<file path="src/rpc_regs.vh">
// register offsets, field positions and reset values of the upper configuration bank
`ifndef RPC_REGS_VH
`define RPC_REGS_VH

// ----------------------------------------
// offsets
// ----------------------------------------
`define RPC_ADDR_PIPE3_WIDTH   5'h14
`define RPC_ADDR_PIPE4_WIDTH   5'h15
`define RPC_ADDR_PIPE5_WIDTH   5'h16
`define RPC_ADDR_QUEUE_FLAGS   5'h17
`define RPC_ADDR_VARLEN_EN     5'h1c
`define RPC_ADDR_PROTO_OPTS    5'h1d
`define RPC_ADDR_TIMING        5'h1e
`define RPC_ADDR_GUARD_CTL     5'h1f

// ----------------------------------------
// field positions
// ----------------------------------------
`define RPC_QF_TX_REUSE        6
`define RPC_QF_TX_FULL         5
`define RPC_QF_TX_EMPTY        4
`define RPC_QF_RX_FULL         1
`define RPC_QF_RX_EMPTY        0
`define RPC_OPT_GLOBAL_VARLEN  2
`define RPC_OPT_ACK_PAYLOAD    1
`define RPC_OPT_NOACK_CMD      0
`define RPC_GRD_CE_OVERRIDE    15
`define RPC_GRD_ENABLE         4

// ----------------------------------------
// reset values and the largest payload width
// ----------------------------------------
`define RPC_RST_PIPE_WIDTH     6'h00
`define RPC_RST_VARLEN_EN      6'h00
`define RPC_RST_PROTO_OPTS     3'h0
`define RPC_RST_LNA_WAIT       8'h00
`define RPC_RST_BANDGAP_WAIT   8'h10
`define RPC_RST_RX_TIMEOUT     8'h80
`define RPC_RST_TX_SETUP       8'h32
`define RPC_RST_RX_SETUP       8'h28
`define RPC_RST_GUARD_CTL      16'h0032
`define RPC_MAX_PAYLOAD        6'h20

// ----------------------------------------
// timing
// ----------------------------------------
`define RPC_CLK_MHZ            100
`define RPC_US_NS              1000
`define RPC_CLK_NS             10
`define RPC_CYC_PER_US         (`RPC_US_NS / `RPC_CLK_NS)

`endif

</file>
<file path="src/rpc_us_timer.v">
// microsecond-scaled countdown timer for mode transition waits
`timescale 1ns/1ps
`default_nettype none
`include "rpc_regs.vh"

module rpc_us_timer #(
  parameter CYC_PER_US = `RPC_CYC_PER_US
) (
  // clock and reset
  input  wire       mclk,
  input  wire       reset_n,
  // control
  input  wire       start,
  input  wire [7:0] count_us,
  // status
  output reg        busy,
  output reg        done
);

  reg [7:0]  us_left_reg;
  reg [15:0] tick_reg;

  always @(posedge mclk) begin
    if (!reset_n) begin
      us_left_reg <= 8'h00;
      tick_reg    <= 16'h0000;
      busy        <= 1'b0;
      done        <= 1'b0;
    end else begin
      done <= 1'b0;
      if (start) begin
        // a zero count finishes at once
        us_left_reg <= count_us;
        tick_reg    <= 16'h0000;
        busy        <= (count_us != 8'h00);
        done        <= (count_us == 8'h00);
      end else if (busy) begin
        if (tick_reg == CYC_PER_US[15:0] - 16'h0001) begin
          tick_reg <= 16'h0000;
          if (us_left_reg == 8'h01) begin
            busy <= 1'b0;
            done <= 1'b1;
          end
          us_left_reg <= us_left_reg - 8'h01;
        end else begin
          tick_reg <= tick_reg + 16'h0001;
        end
      end
    end
  end

endmodule // rpc_us_timer
`default_nettype wire

</file>
<file path="src/rpc_config_regs.v">
// upper configuration register bank of the packet radio protocol engine
`timescale 1ns/1ps
`default_nettype none
`include "rpc_regs.vh"

module rpc_config_regs #(
  parameter NUM_PIPES  = 6,
  parameter CYC_PER_US = `RPC_CYC_PER_US
) (
  // clock and reset
  input  wire        mclk,
  input  wire        reset_n,
  // register port, one byte per access
  input  wire [4:0]  reg_addr,
  input  wire [2:0]  reg_byte,
  input  wire        reg_wr,
  input  wire [7:0]  reg_wdata,
  input  wire        reg_rd,
  output reg  [7:0]  reg_rdata,
  // queue status from the fifos
  input  wire        tx_payload_reuse_flag,
  input  wire        tx_queue_full,
  input  wire        tx_queue_empty,
  input  wire        rx_queue_full,
  input  wire        rx_queue_empty,
  // command and mode requests from the engine
  input  wire        write_payload_without_ack_cmd,
  input  wire        start_tx_setup,
  input  wire        start_rx_setup,
  input  wire        start_rx_timeout,
  input  wire        start_bandgap_wait,
  input  wire        chip_enable_pin,
  // configuration outputs
  output wire [5:0]  pipe3_width,
  output wire [5:0]  pipe4_width,
  output wire [5:0]  pipe5_width,
  output wire [5:0]  pipe3_5_unused,
  output reg  [5:0]  pipe_varlen_active,
  output wire        global_varlen_en,
  output wire        ack_payload_en,
  output wire        noack_cmd_en,
  output reg         noack_cmd_accept,
  output reg         noack_cmd_reject,
  output wire [7:0]  lna_wait_cycles,
  output wire [7:0]  bandgap_wait_count,
  output wire [7:0]  rx_timeout_count,
  output wire [2:0]  tail_repeat_count,
  output wire        preguard_enable,
  output wire [4:0]  preguard_bits,
  output reg         chip_enable_eff,
  // transition timers
  output wire        tx_setup_done,
  output wire        rx_setup_done,
  output wire        rx_timeout_done,
  output wire        bandgap_done,
  output wire        setup_busy
);

  // ----------------------------------------
  // storage
  // ----------------------------------------
  reg [5:0]  pipe_width_reg [3:5];
  reg [5:0]  varlen_en_reg;
  reg [2:0]  proto_opts_reg;
  reg [39:0] timing_reg;
  reg [15:0] guard_reg;
  integer    i;

  // a value whose low six bits exceed the largest payload is clamped and bits 7:6 are dropped, so the engine never sees >32
  function [5:0] clamp_width;
    input [7:0] v;
    begin
      if (v[5:0] > `RPC_MAX_PAYLOAD) begin
        clamp_width = `RPC_MAX_PAYLOAD;
      end else begin
        clamp_width = v[5:0];
      end
    end
  endfunction

  function [7:0] byte_of;
    input [39:0] w;
    input [2:0]  b;
    begin
      case (b)
        3'h0:    byte_of = w[7:0];
        3'h1:    byte_of = w[15:8];
        3'h2:    byte_of = w[23:16];
        3'h3:    byte_of = w[31:24];
        3'h4:    byte_of = w[39:32];
        default: byte_of = 8'h00;
      endcase
    end
  endfunction

  // ----------------------------------------
  // register writes
  // ----------------------------------------
  always @(posedge mclk) begin
    if (!reset_n) begin
      for (i = 3; i <= 5; i = i + 1) begin
        pipe_width_reg[i] <= `RPC_RST_PIPE_WIDTH;
      end
      varlen_en_reg  <= `RPC_RST_VARLEN_EN;
      proto_opts_reg <= `RPC_RST_PROTO_OPTS;
      timing_reg     <= {`RPC_RST_LNA_WAIT, `RPC_RST_BANDGAP_WAIT, `RPC_RST_RX_TIMEOUT,
                         `RPC_RST_TX_SETUP, `RPC_RST_RX_SETUP};
      guard_reg      <= `RPC_RST_GUARD_CTL;
    end else if (reg_wr) begin
      if (reg_addr == `RPC_ADDR_PIPE3_WIDTH) begin
        pipe_width_reg[3] <= clamp_width(reg_wdata);
      end else if (reg_addr == `RPC_ADDR_PIPE4_WIDTH) begin
        pipe_width_reg[4] <= clamp_width(reg_wdata);
      end else if (reg_addr == `RPC_ADDR_PIPE5_WIDTH) begin
        pipe_width_reg[5] <= clamp_width(reg_wdata);
      end else if (reg_addr == `RPC_ADDR_VARLEN_EN) begin
        varlen_en_reg <= reg_wdata[5:0];
      end else if (reg_addr == `RPC_ADDR_PROTO_OPTS) begin
        proto_opts_reg <= reg_wdata[2:0];
      end else if (reg_addr == `RPC_ADDR_TIMING) begin
        case (reg_byte)
          3'h0:    timing_reg[7:0]   <= reg_wdata;
          3'h1:    timing_reg[15:8]  <= reg_wdata;
          3'h2:    timing_reg[23:16] <= reg_wdata;
          3'h3:    timing_reg[31:24] <= reg_wdata;
          3'h4:    timing_reg[39:32] <= reg_wdata;
          default: timing_reg        <= timing_reg;
        endcase
      end else if (reg_addr == `RPC_ADDR_GUARD_CTL) begin
        // bytes land lsbyte first; the queue flags register ignores writes
        if (reg_byte == 3'h0) begin
          guard_reg[7:0] <= reg_wdata;
        end else if (reg_byte == 3'h1) begin
          guard_reg[15:8] <= reg_wdata;
        end
      end
    end
  end

  // ----------------------------------------
  // register reads
  // ----------------------------------------
  always @(posedge mclk) begin
    if (!reset_n) begin
      reg_rdata <= 8'h00;
    end else if (reg_rd) begin
      if (reg_addr == `RPC_ADDR_PIPE3_WIDTH) begin
        reg_rdata <= {2'b00, pipe_width_reg[3]};
      end else if (reg_addr == `RPC_ADDR_PIPE4_WIDTH) begin
        reg_rdata <= {2'b00, pipe_width_reg[4]};
      end else if (reg_addr == `RPC_ADDR_PIPE5_WIDTH) begin
        reg_rdata <= {2'b00, pipe_width_reg[5]};
      end else if (reg_addr == `RPC_ADDR_QUEUE_FLAGS) begin
        reg_rdata <= {1'b0, tx_payload_reuse_flag, tx_queue_full, tx_queue_empty,
                      2'b00, rx_queue_full, rx_queue_empty};
      end else if (reg_addr == `RPC_ADDR_VARLEN_EN) begin
        reg_rdata <= {2'b00, varlen_en_reg};
      end else if (reg_addr == `RPC_ADDR_PROTO_OPTS) begin
        reg_rdata <= {5'h00, proto_opts_reg};
      end else if (reg_addr == `RPC_ADDR_TIMING) begin
        reg_rdata <= byte_of(timing_reg, reg_byte);
      end else if (reg_addr == `RPC_ADDR_GUARD_CTL) begin
        reg_rdata <= byte_of({24'h000000, guard_reg}, reg_byte);
      end else begin
        reg_rdata <= 8'h00;
      end
    end
  end

  // ----------------------------------------
  // derived configuration
  // ----------------------------------------
  assign pipe3_width        = pipe_width_reg[3];
  assign pipe4_width        = pipe_width_reg[4];
  assign pipe5_width        = pipe_width_reg[5];
  assign pipe3_5_unused     = {3'b000, pipe_width_reg[5] == 6'h00,
                               pipe_width_reg[4] == 6'h00,
                               pipe_width_reg[3] == 6'h00};
  assign global_varlen_en   = proto_opts_reg[`RPC_OPT_GLOBAL_VARLEN];
  assign ack_payload_en     = proto_opts_reg[`RPC_OPT_ACK_PAYLOAD];
  assign noack_cmd_en       = proto_opts_reg[`RPC_OPT_NOACK_CMD];
  assign lna_wait_cycles    = timing_reg[39:32];
  assign bandgap_wait_count = timing_reg[31:24];
  assign rx_timeout_count   = timing_reg[23:16];
  assign tail_repeat_count  = guard_reg[7:5];
  assign preguard_enable    = guard_reg[`RPC_GRD_ENABLE];
  assign preguard_bits      = {1'b0, guard_reg[3:0]} + 5'h01;

  always @(posedge mclk) begin
    if (!reset_n) begin
      pipe_varlen_active <= 6'h00;
      noack_cmd_accept   <= 1'b0;
      noack_cmd_reject   <= 1'b0;
      chip_enable_eff    <= 1'b0;
    end else begin
      pipe_varlen_active <= varlen_en_reg & {NUM_PIPES{global_varlen_en}};
      noack_cmd_accept   <= write_payload_without_ack_cmd & noack_cmd_en;
      noack_cmd_reject   <= write_payload_without_ack_cmd & ~noack_cmd_en;
      // lets software drop chip enable while the pin is strapped high
      chip_enable_eff    <= chip_enable_pin & ~guard_reg[`RPC_GRD_CE_OVERRIDE];
    end
  end

  // ----------------------------------------
  // transition timers
  // ----------------------------------------
  wire tx_busy;
  wire rx_busy;
  wire to_busy;
  wire bg_busy;

  rpc_us_timer #(.CYC_PER_US(CYC_PER_US)) u_tx_setup (
    .mclk     (mclk),
    .reset_n  (reset_n),
    .start    (start_tx_setup),
    .count_us (timing_reg[15:8]),
    .busy     (tx_busy),
    .done     (tx_setup_done)
  );

  rpc_us_timer #(.CYC_PER_US(CYC_PER_US)) u_rx_setup (
    .mclk     (mclk),
    .reset_n  (reset_n),
    .start    (start_rx_setup),
    .count_us (timing_reg[7:0]),
    .busy     (rx_busy),
    .done     (rx_setup_done)
  );

  rpc_us_timer #(.CYC_PER_US(CYC_PER_US)) u_rx_timeout (
    .mclk     (mclk),
    .reset_n  (reset_n),
    .start    (start_rx_timeout),
    .count_us (timing_reg[23:16]),
    .busy     (to_busy),
    .done     (rx_timeout_done)
  );

  rpc_us_timer #(.CYC_PER_US(CYC_PER_US)) u_bandgap (
    .mclk     (mclk),
    .reset_n  (reset_n),
    .start    (start_bandgap_wait),
    .count_us (timing_reg[31:24]),
    .busy     (bg_busy),
    .done     (bandgap_done)
  );

  assign setup_busy = tx_busy | rx_busy | to_busy | bg_busy;

endmodule // rpc_config_regs
`default_nettype wire

</file>
<file path="config.mk">
export PLATFORM = sky130hd
export DESIGN_NAME = rpc_config_regs
export DESIGN_NICKNAME = d
export VERILOG_FILES = /design/src/rpc_us_timer.v /design/src/rpc_config_regs.v
export VERILOG_INCLUDE_DIRS = /design/src
export SDC_FILE = /design/constraint.sdc
export NUM_CORES = 1
export LEC_CHECK = 0
export BUFFER_PORTS_ARGS = -buffer_cell sky130_fd_sc_hd__buf_4
export CORE_MARGIN = 4
export CORE_UTILIZATION = 47
export CTS_CLUSTER_SIZE = 25
export DETAILED_ROUTE_END_ITERATION = 10
export PLACE_DENSITY = 0.67
export SLEW_MARGIN = 20
export SYNTH_ARGS = -nofsm -noshare
export SYNTH_HDL_FRONTEND = slang
export SYNTH_SLANG_ARGS = --single-unit
</file>
<file path="constraint.sdc">
create_clock -name mclk -period 4 [get_ports mclk]
set_input_delay 0.2 -clock mclk [delete_from_list [all_inputs] [get_ports mclk]]
set_output_delay 0.2 -clock mclk [all_outputs]
set_load 0.01 [all_outputs]
</file>
## Yosys cells after proc, flatten, opt, wreduce, memory -nomap -nowiden

Memory sizes are Yosys's and may differ from the RTL's.
Index checks and enable logic that the tools add are counted.

| word-level totals | value |
|---|---|
| bits in registers | 186 |
| latch bits | 0 |
| RAM bits | 18 |
| bits in read-only memories | 0 |
| bits of input ports | 31 |
| output and inout port bits | 82 |
| memories kept | 1 |

Memories:

| memory | words | bits a word | rd ports | clocked after Yosys merged registers in | write ports | line | RTL |
|---|---|---|---|---|---|---|---|
| pipe_width_reg | 3 | 6 | 3 | 0 | 3 | rpc_config_regs.v:62 | `reg [5:0] pipe_width_reg [3:5];` |

| operators by class | value |
|---|---|
| add/subtract/negate cells | 9 |
| multipliers | 0 |
| divide/modulo/power cells | 0 |
| $lt $le $gt $ge | 1 |
| equality and inequality tests | 20 |
| shifts and indexed selects | 0 |
| multiplexer cells | 90 |
| bitwise logic cells | 20 |
| reduce and logical (&&, ||, !) cells | 37 |

Operators with widths:

| kind | number |
|---|---|
| $mux W8 | 20 |
| $mux W6 | 16 |
| $add A16 B1 Y16 const B | 4 |
| $eq A16 B7 Y1 const B | 4 |
| $mux W16 | 4 |
| $mux W1 | 48 |
| $eq A5 B5 Y1 const B | 8 |
| $pmux W8 S5 | 1 |
| $reduce_and A8 Y1 | 5 |
| $eq A8 B1 Y1 const B | 4 |
| $logic_not A8 Y1 | 4 |
| $reduce_bool A8 Y1 | 4 |
| $sub A8 B1 Y8 const B | 4 |
| $logic_not A6 Y1 | 3 |
| $pmux W8 S2 | 1 |
| $reduce_bool A2 Y1 | 8 |
| $not A1 Y1 | 10 |
| $reduce_and A10 Y1 | 1 |
| $reduce_and A9 Y1 | 1 |
| $reduce_and A2 Y1 | 4 |
| $reduce_or A2 Y1 | 4 |
| $and A6 B6 Y6 | 1 |
| $eq A3 B2 Y1 const B | 2 |
| $gt A6 B6 Y1 const B | 1 |
| 8 further kinds | 15 |

## Depth between registers and ports, before layout

Gate-level depths: netlist of the first run.

| logic depth | value |
|---|---|
| word-level depth | 10 |
| gate-level depth with buffers | 8 |
| gate-level depth less buffers | 7 |

## Hierarchy

Synthesis of the first run repeated with hierarchy kept, for this count alone.

| unflattened totals | value |
|---|---|
| cells, all modules | 1179 |
| area, all modules | 10445.0 um2 |

By module, submodules not included:

| module | instances | cells an instance | area each (um2) | seq. area each (um2) |
|---|---|---|---|---|
| rpc_us_timer | 4 | 159 | 1387.6 | 520.5 |
| rpc_config_regs | 1 | 543 | 4894.7 | 2182.1 |

## Least setup slack after synthesis of the first run

Ideal clock, no wire load.

| timing | value |
|---|---|
| kind | register to register |
| from | register u_rx_setup.tick_reg[2] |
| to | register u_rx_setup.tick_reg[5] |
| arrival time | 2053 ps |
| data required time | 3885 ps |
| slack | 1832 ps |
| cell stages (with the launch flop) | 9 |
| path buffers | 3 |
| clock period less this slack | 2168 ps |
| cell sequence | dfxtp_1 or4_1 or4_1 buf_2 nor2_4 or3_1 clkbuf_2 buf_4 nor2_1 |

| on the way | value |
|---|---|
| longest elaborated chain between the ends | 2 |
| elaborated cells between the ends (all ways) | 3 |

RTL lines:

| element | line | RTL |
|---|---|---|
| start, declared | rpc_us_timer.v:21 | `reg [15:0] tick_reg;` |
| start signal, assigned | rpc_us_timer.v:46 | `tick_reg <= tick_reg + 16'h0001;` |
| $add A16 B1 Y16 / $eq A16 B7 Y1 (equally long branches) | rpc_us_timer.v:46, rpc_us_timer.v:38 |  |
| $mux W16 (*) | rpc_us_timer.v:38 | `if (tick_reg == CYC_PER_US[15:0] - 16'h0001) begin` |

Every way passes the cells marked *; elsewhere a longest branch is shown, timed or not.
A chain may end at the register's enable or synchronous reset.

## Worst setup path in the final report of the first run

| timing | value |
|---|---|
| from | register u_rx_setup.tick_reg[2] |
| to | register u_rx_setup.tick_reg[15] |

Same word-level chain as after synthesis.

==> impl_metrics.toml, run 1 <==
[sta]
slew_viol_final = 0
finalHoldWorstSlack_ns = 0.0175
layout_worst_path_cycle_share_pct = 62.6
fin_crit_ns = 2.51
timing.fmax_mhz = 399
tightest_slew_ns = 0.882
fin_setup_tns_ns = 0
rsz0062_at_grt = "no"
setup_viol = 0
slew_headroom_pct = 41.0
finalHoldViolCount = 0
fin_skew_ns = 0.0149

[power]
p_sw_share_pct = 23.3
p_leak_nw = 4.42
intPower_mw = 3.49
pwr_density_cell_nw_per_um2 = 397
netSwitchingPower_mw = 1.06
pwr-share-seq_pct = 47.1
power_frac_comb_pct = 6.7
max-vdd-ir-drop_v = 0.000338
clockPowerShare_pct = 46.2

[setup_path]
required_ns = 4.36
crit_path_frequent_cell = "or4_1"
slowest_stage = "or4_1"
crit_buf_inv = 0
startpoint_type = "register"
crit_type = "reg -> reg"
crit_fanout = 16
crit_arrival_ns = 2.87
crit_family = "simple AND/OR/NAND/NOR gates"
max_stage_delay_ns = 0.74
path_cells = "or4_1 > or4_1 > nor2_4 > or3_1 > nor2_1"
cp-end-kind = "register"

[detailed_routing]
first_pass_iters = 5
wire_per_inst_um = 17.4
vias = 8160
dr.first_iter.drc_count = 504
postRouteAntennaNets = 0
drc = 0
wl_um = 25200
viasPerCell = 5.62

[layout]
drive_gt1_share_pct = 14.6
antenna_cells = 0
final_core_util_pct = 56.1
largest_reg_flops = 40
area_growth_pct = 16.1
final_cell_area_um2 = 11500
nets = 1211

[synthesis]
synth_xor_area_share_pct = 7.99
ys.flop_type = "dfxtp_1"
synth_top_area_share_pct = 37.7
postSynth.asyncResetShare_pct = 0
synth_compound_area_share_pct = 9.19
ys_seq_area_share_pct = 43.2
synth_cell_types = 63
synthMuxAreaShare_pct = 9.63
syn_inst = 1107
avgSynthCellArea_um2 = 8.92
ys_ff_latch = 204
synth.area.top_cells = "dfxtp_1, mux2i_1, nor2_1"
synth_adder_area_share_pct = 1.65
synth_top_family_by_area = "simple AND/OR/NAND/NOR gates"
synth_edf_count = 18
yosys.area_share.simple_pct = 22.7
yosysWarningCount = 0
synth_area_leader_cell = "dfxtp_1"
synth_area_um2 = 9870

[clocking]
cts_max_level = 1
clock-sinks = 204
clk_path_buf_depth = 3
clkSlewWorstSetupHoldPaths_ns = 0.06
clk_latency_ns = 0.51
cts_buffers = 23
cts_tree = "done"
ctsResizeCount = 0
cts-root-buf = "clkbuf_16"

[global_routing]
antenna_found_initial = 0
grt_overflow_total = 0
track_usage_pct = 21.0
grt_max_degree = 62
grtUsageMet2_pct = 34.0
met3_usage_pct = 3.36
busiest_layer = "met2"
grt_pass1_vias = 7850
met1_usage_pct = 29.4
grt_pass1_wl_um = 41400

[hold_path]
holdCritPathClass = "in -> reg"

[die]
io_pins = 113
start_util_pct = 48.3
die_width_um = 153
rows = 52
die_y_um = 153
die_area_um2 = 23400
core_area_um2 = 20400

[place]
dpl-instance-area_um2 = 10600
hpwl_um = 17400
port_buffers = 109
gp_congestion = 0.821

[job]
max-cap-violations = 0

[outcome]
status = "finished clean"
-- synthesized netlist by cell type, types with 27 or more instances --
master / number
nand2_1: 61
a21oi_1: 40
clkbuf_1: 49
nor3_1: 33
xnor2_1: 52
nor2_1: 177
buf_4: 31
mux2i_1: 77
xor2_1: 38
nand3_1: 27
o21ai_0: 47
inv_1: 28
dfxtp_1: 186
-- final cells by class --
class | count | area, µm²
well taps | 270 | 338
flip-flops and latches | 204 | 4260
multi-input cells | 789 | 5070
fillers | 1867 | 8970
clock inverters | 8 | 96.3
inverters | 28 | 105
repair buffers | 121 | 928
clock buffers | 32 | 651
-- power by group through the flow --
stage / combinational [mW] / sequential (mW) / clock, mW
floorplan: 0.193 / 2.17 / 0
global placement: 0.293 / 2.18 / 0
detailed placement: 0.296 / 2.18 / 0
CTS: 0.303 / 2.14 / 2.14
global route: 0.334 / 2.14 / 2.23
finish: 0.305 / 2.14 / 2.10
-- worst paths after layout --
kind / end / cells past startpoint / start / slack [ns]
setup / recovery: u_rx_setup.tick_reg[15] / 5 / u_rx_setup.tick_reg[2] / 1.49
hold / removal: reg_rdata[2] / 2 / reg_rd / 0.02
setup reg to reg: u_rx_setup.tick_reg[15] / 5 / u_rx_setup.tick_reg[2] / 1.49
hold reg to reg: reg_rdata[5] / 2 / reg_rdata[5] / 0.47
-- cell usage in the layout (no fill, tap or decap), drive strengths merged, types with 4 or more instances in the layout --
| master | Yosys | final |
|---|---|---|
| o311ai | 5 | 5 |
| nand3 | 27 | 27 |
| edfxtp | 18 | 18 |
| a21oi | 40 | 40 |
| nand4 | 25 | 25 |
| o31ai | 4 | 4 |
| a211oi | 8 | 8 |
| or2 | 4 | 4 |
| dfxtp | 186 | 186 |
| a22oi | 10 | 10 |
| mux4 | 4 | 4 |
| ha | 13 | 13 |
| or3 | 15 | 15 |
| mux2i | 77 | 77 |
| inv | 28 | 29 |
| or4 | 16 | 16 |
| dlygate4sd3 | 0 | 8 |
| and2 | 9 | 9 |
| nor2b | 6 | 6 |
| and4 | 8 | 8 |
| o22ai | 9 | 9 |
| nand2b | 6 | 6 |
| clkinv | 0 | 4 |
| o21ai | 47 | 47 |
| nand2 | 61 | 61 |
| xor2 | 38 | 38 |
| and3 | 20 | 20 |
| nor4 | 23 | 23 |
| nor3 | 33 | 33 |
| nor2 | 178 | 178 |
| clkbuf | 50 | 32 |
| buf | 38 | 113 |
| mux2 | 8 | 8 |
| xnor2 | 52 | 52 |
-- layer usage --
layer  vias up  wire [µm]  share of wire, %
met1      3918      11600                46
li1       3995          -                 -
met4         0        654               2.6
met2       201      11600                46
met5         -          0                 0
met3        46       1340               5.3
-- timing repair --
item / in CTS / in global routing
hold buffers: 8 / 0
endpoints found under the hold margin: 10 / 0
buffers inserted: 0 / 0
-- logic make-up after synthesis --
| family | after synthesis |
|---|---|
| multiplexers | 89 |
| AND/OR/NAND/NOR | 447 |
| XOR/XNOR | 90 |
| buffers and inverters | 116 |
| AO/OA/AOI/OAI | 147 |
| flip-flops | 204 |
| other | 1 |
| adder cells (fa/ha/maj) | 13 |
-- metrics by stage --
step / power (mW) / std cells / worst slack, ns
floorplan: 2.37 / 1109 / 1.83
global route: 4.71 / 1452 / 1.35
global placement: 2.48 / 1404 / 1.54
detailed placement: 2.48 / 1404 / 1.49
finish: 4.55 / 1452 / 1.49
CTS: 4.58 / 1452 / 1.48
Note: power is estimated with default switching activity, not from simulation.
==> inputs of run 2 (changes only) <==
- ABC_AREA: default -> 1
- PLACE_DENSITY: 0.67 -> 0.7
- clock period: 4 -> 2.1 ns (I/O delays scaled with it)
==> run 2 against run 1 <==
Compared with the run above: combinational power rose by 97%; count of clock-buffer cells in the layout shrank 5; setup slack got worse by 1.3 ns; cell count rose by 20%; sequential cell count stayed put; clock skew up 0.0057 ns; clock power is 130% higher.
==> impl_metrics.toml, run 2 <==
[power]
pwr_density_cell_nw_per_um2 = 792
netSwitchingPower_mw = 2.13
intPower_mw = 7.38
p_leak_nw = 4.86
clockPowerShare_pct = 51.2
pwr-share-seq_pct = 42.5
max-vdd-ir-drop_v = 0.000543
power_frac_comb_pct = 6.3
p_sw_share_pct = 22.4

[global_routing]
track_usage_pct = 22.1
grt_max_degree = 32
grt_pass1_vias = 8775
antenna_found_initial = 0
grt_overflow_total = 0
grt_pass1_wl_um = 44200

[synthesis]
synth_cell_types = 54
ys_ff_latch = 204
postSynth.asyncResetShare_pct = 0
synth.area.top_cells = "dfxtp_1, nand2_1, a21oi_1"
yosys-top-cells-count = "nand2_1, dfxtp_1, nor2_1, inv_1, a21oi_1"
syn_inst = 1345
avgSynthCellArea_um2 = 7.43
synth_top_area_share_pct = 37.3
yosysMostFrequentCell = "nand2_1"
synth_area_um2 = 10000
synth_area_leader_cell = "dfxtp_1"
ys_seq_area_share_pct = 42.7
yosysWarningCount = 0
ys.flop_type = "dfxtp_1"
synth_edf_count = 18

[die]
die_width_um = 154
die_y_um = 154
start_util_pct = 47.7
die_area_um2 = 23700
core_area_um2 = 21000
rows = 53
io_pins = 113

[setup_path]
ff2ff_setup_slack_ns = 0.27
endpoint = "pipe3_5_unused[1]"
r2r_end = "u_rx_setup.tick_reg[14]"
required_ns = 2.00
max_stage_delay_ns = 0.53
cp-end-kind = "output port"
startpoint_type = "register"
r2r_cells = 10
path_cells = "or4_1 > nor3_1 > buf_4"
reg2reg_from = "u_rx_setup.tick_reg[0]"
setup.worst_path.start = "pipe_width_reg[4][4]"
slowest_stage = "or4_1"
crit_type = "reg -> out"
crit_arrival_ns = 1.80
crit_fanout = 3

[sta]
fin_skew_ns = 0.0207
slew_headroom_pct = 45.0
timing.fmax_mhz = 525
layout_worst_path_cycle_share_pct = 90.7
fin_crit_ns = 1.90
slew_viol_final = 0
setup_viol = 0
tightest_slew_ns = 0.817
rsz0062_at_grt = "no"
fin_setup_tns_ns = 0
finalHoldViolCount = 0
worst_slack_ns = 0.196

[clocking]
clock-sinks = 204
cts_max_level = 1
cts_buffers = 23
clk_latency_ns = 0.52
clkSlewWorstSetupHoldPaths_ns = 0.06
cts_tree = "done"
clk_path_buf_depth = 3
cts-root-buf = "clkbuf_16"

[place]
port_buffers = 109
hpwl_um = 19700
gp_congestion = 0.955
dp_slack_ns = 0.186

[detailed_routing]
vias = 9241
drc = 0
wire_per_inst_um = 15.4
viasPerCell = 5.30
first_pass_iters = 5
postRouteAntennaNets = 0
wl_um = 26900
dr.first_iter.drc_count = 691

[layout]
final_core_util_pct = 57.3
antenna_cells = 0
drive_gt1_share_pct = 15.7
final_common_cell = "nand2_1"
area_growth_pct = 20.1
nets = 1496
largest_reg_flops = 40
final_cell_mix = "nand2_1, dfxtp_1, nor2_1, inv_1, buf_4"

[outcome]
status = "finished clean"

[hold_path]
holdCritPathClass = "in -> reg"

[job]
max-cap-violations = 0
[run 2: logic make-up (layout without fill, tap and decap cells)]
kind of cell,Yosys count,in the layout,share of synthesized area (%)
and+or+nand+nor,576,576,26.3
AOI/OAI and AO/OA,295,295,16.5
buffers and inverters,218,340,9.59
DFF,204,204,42.7
xor gates and xnor gates,38,38,3.33
adders and majority gates,13,13,1.63
other,1,3,0.0375
[run 2: what timing repair did]
item                                    in CTS  in global routing
endpoints found under the setup margin       0                  5
resized for setup                            0                  1
endpoints found under the hold margin       55                  0
hold buffers                                17                  0
setup buffers                                0                  0
[run 2: worst min-delay path by stage]
stage | start | to | slack [ns] | cells past startpoint
4_1_cts | tx_queue_empty | reg_rdata[4] | 0.006 | 5
6_report | tx_queue_empty | reg_rdata[4] | 0.02 | 5
3_5_place_dp | write_payload_without_ack_cmd | noack_cmd_reject | 0.34 | 3
5_1_grt | tx_queue_empty | reg_rdata[4] | 0.03 | 5
3_3_place_gp | chip_enable_pin | chip_enable_eff | 0.33 | 3
2_1_floorplan | chip_enable_pin | chip_enable_eff | 0.23 | 2
[run 2: through the flow]
step                hold WS [ns]  instances  instance area [µm²]  power [mW]
CTS                      0.00587       1744                12000        9.56
global route              0.0271       1744                12000        9.80
finish                    0.0196       1744                12000        9.51
floorplan                  0.228       1347                10000        4.45
global placement           0.332       1685                10900        4.68
detailed placement         0.339       1685                10900        4.69
[run 2: layout make-up]
| type | instances | area (µm²) |
|---|---|---|
| clock buffers | 27 | 642 |
| well taps | 275 | 344 |
| repair buffers | 139 | 1090 |
| inverters | 159 | 598 |
| clock inverters | 15 | 287 |
| flip-flops and latches | 204 | 4260 |
| multi-input cells | 925 | 4780 |
| fillers | 1943 | 8950 |
[run 2: worst max-delay path: cells and delay by family (launching register included)]
family | cells | cell delay, ns
simple gates | 2 | 0.68
flops | 1 | 0.45
buf+inv | 1 | 0.15
[run 2: power by group through the flow]
stage                     combinational (mW)  clock [mW]  sequential [mW]
after floorplan                        0.327           0             4.12
after global placement                 0.564           0             4.12
after detailed placement               0.569           0             4.12
after CTS                              0.598        4.92             4.04
after global routing                   0.662        5.09             4.04
final                                  0.602        4.86             4.04
[run 2: layer usage]
metal	vias to the layer above	track usage [%]	share of wire (%)
met3	60	3.80	6.3
met4	0	7.32	3.4
met2	306	35.5	45
met1	4195	30.4	45
met5	-	0	0
li1	4680	-	-
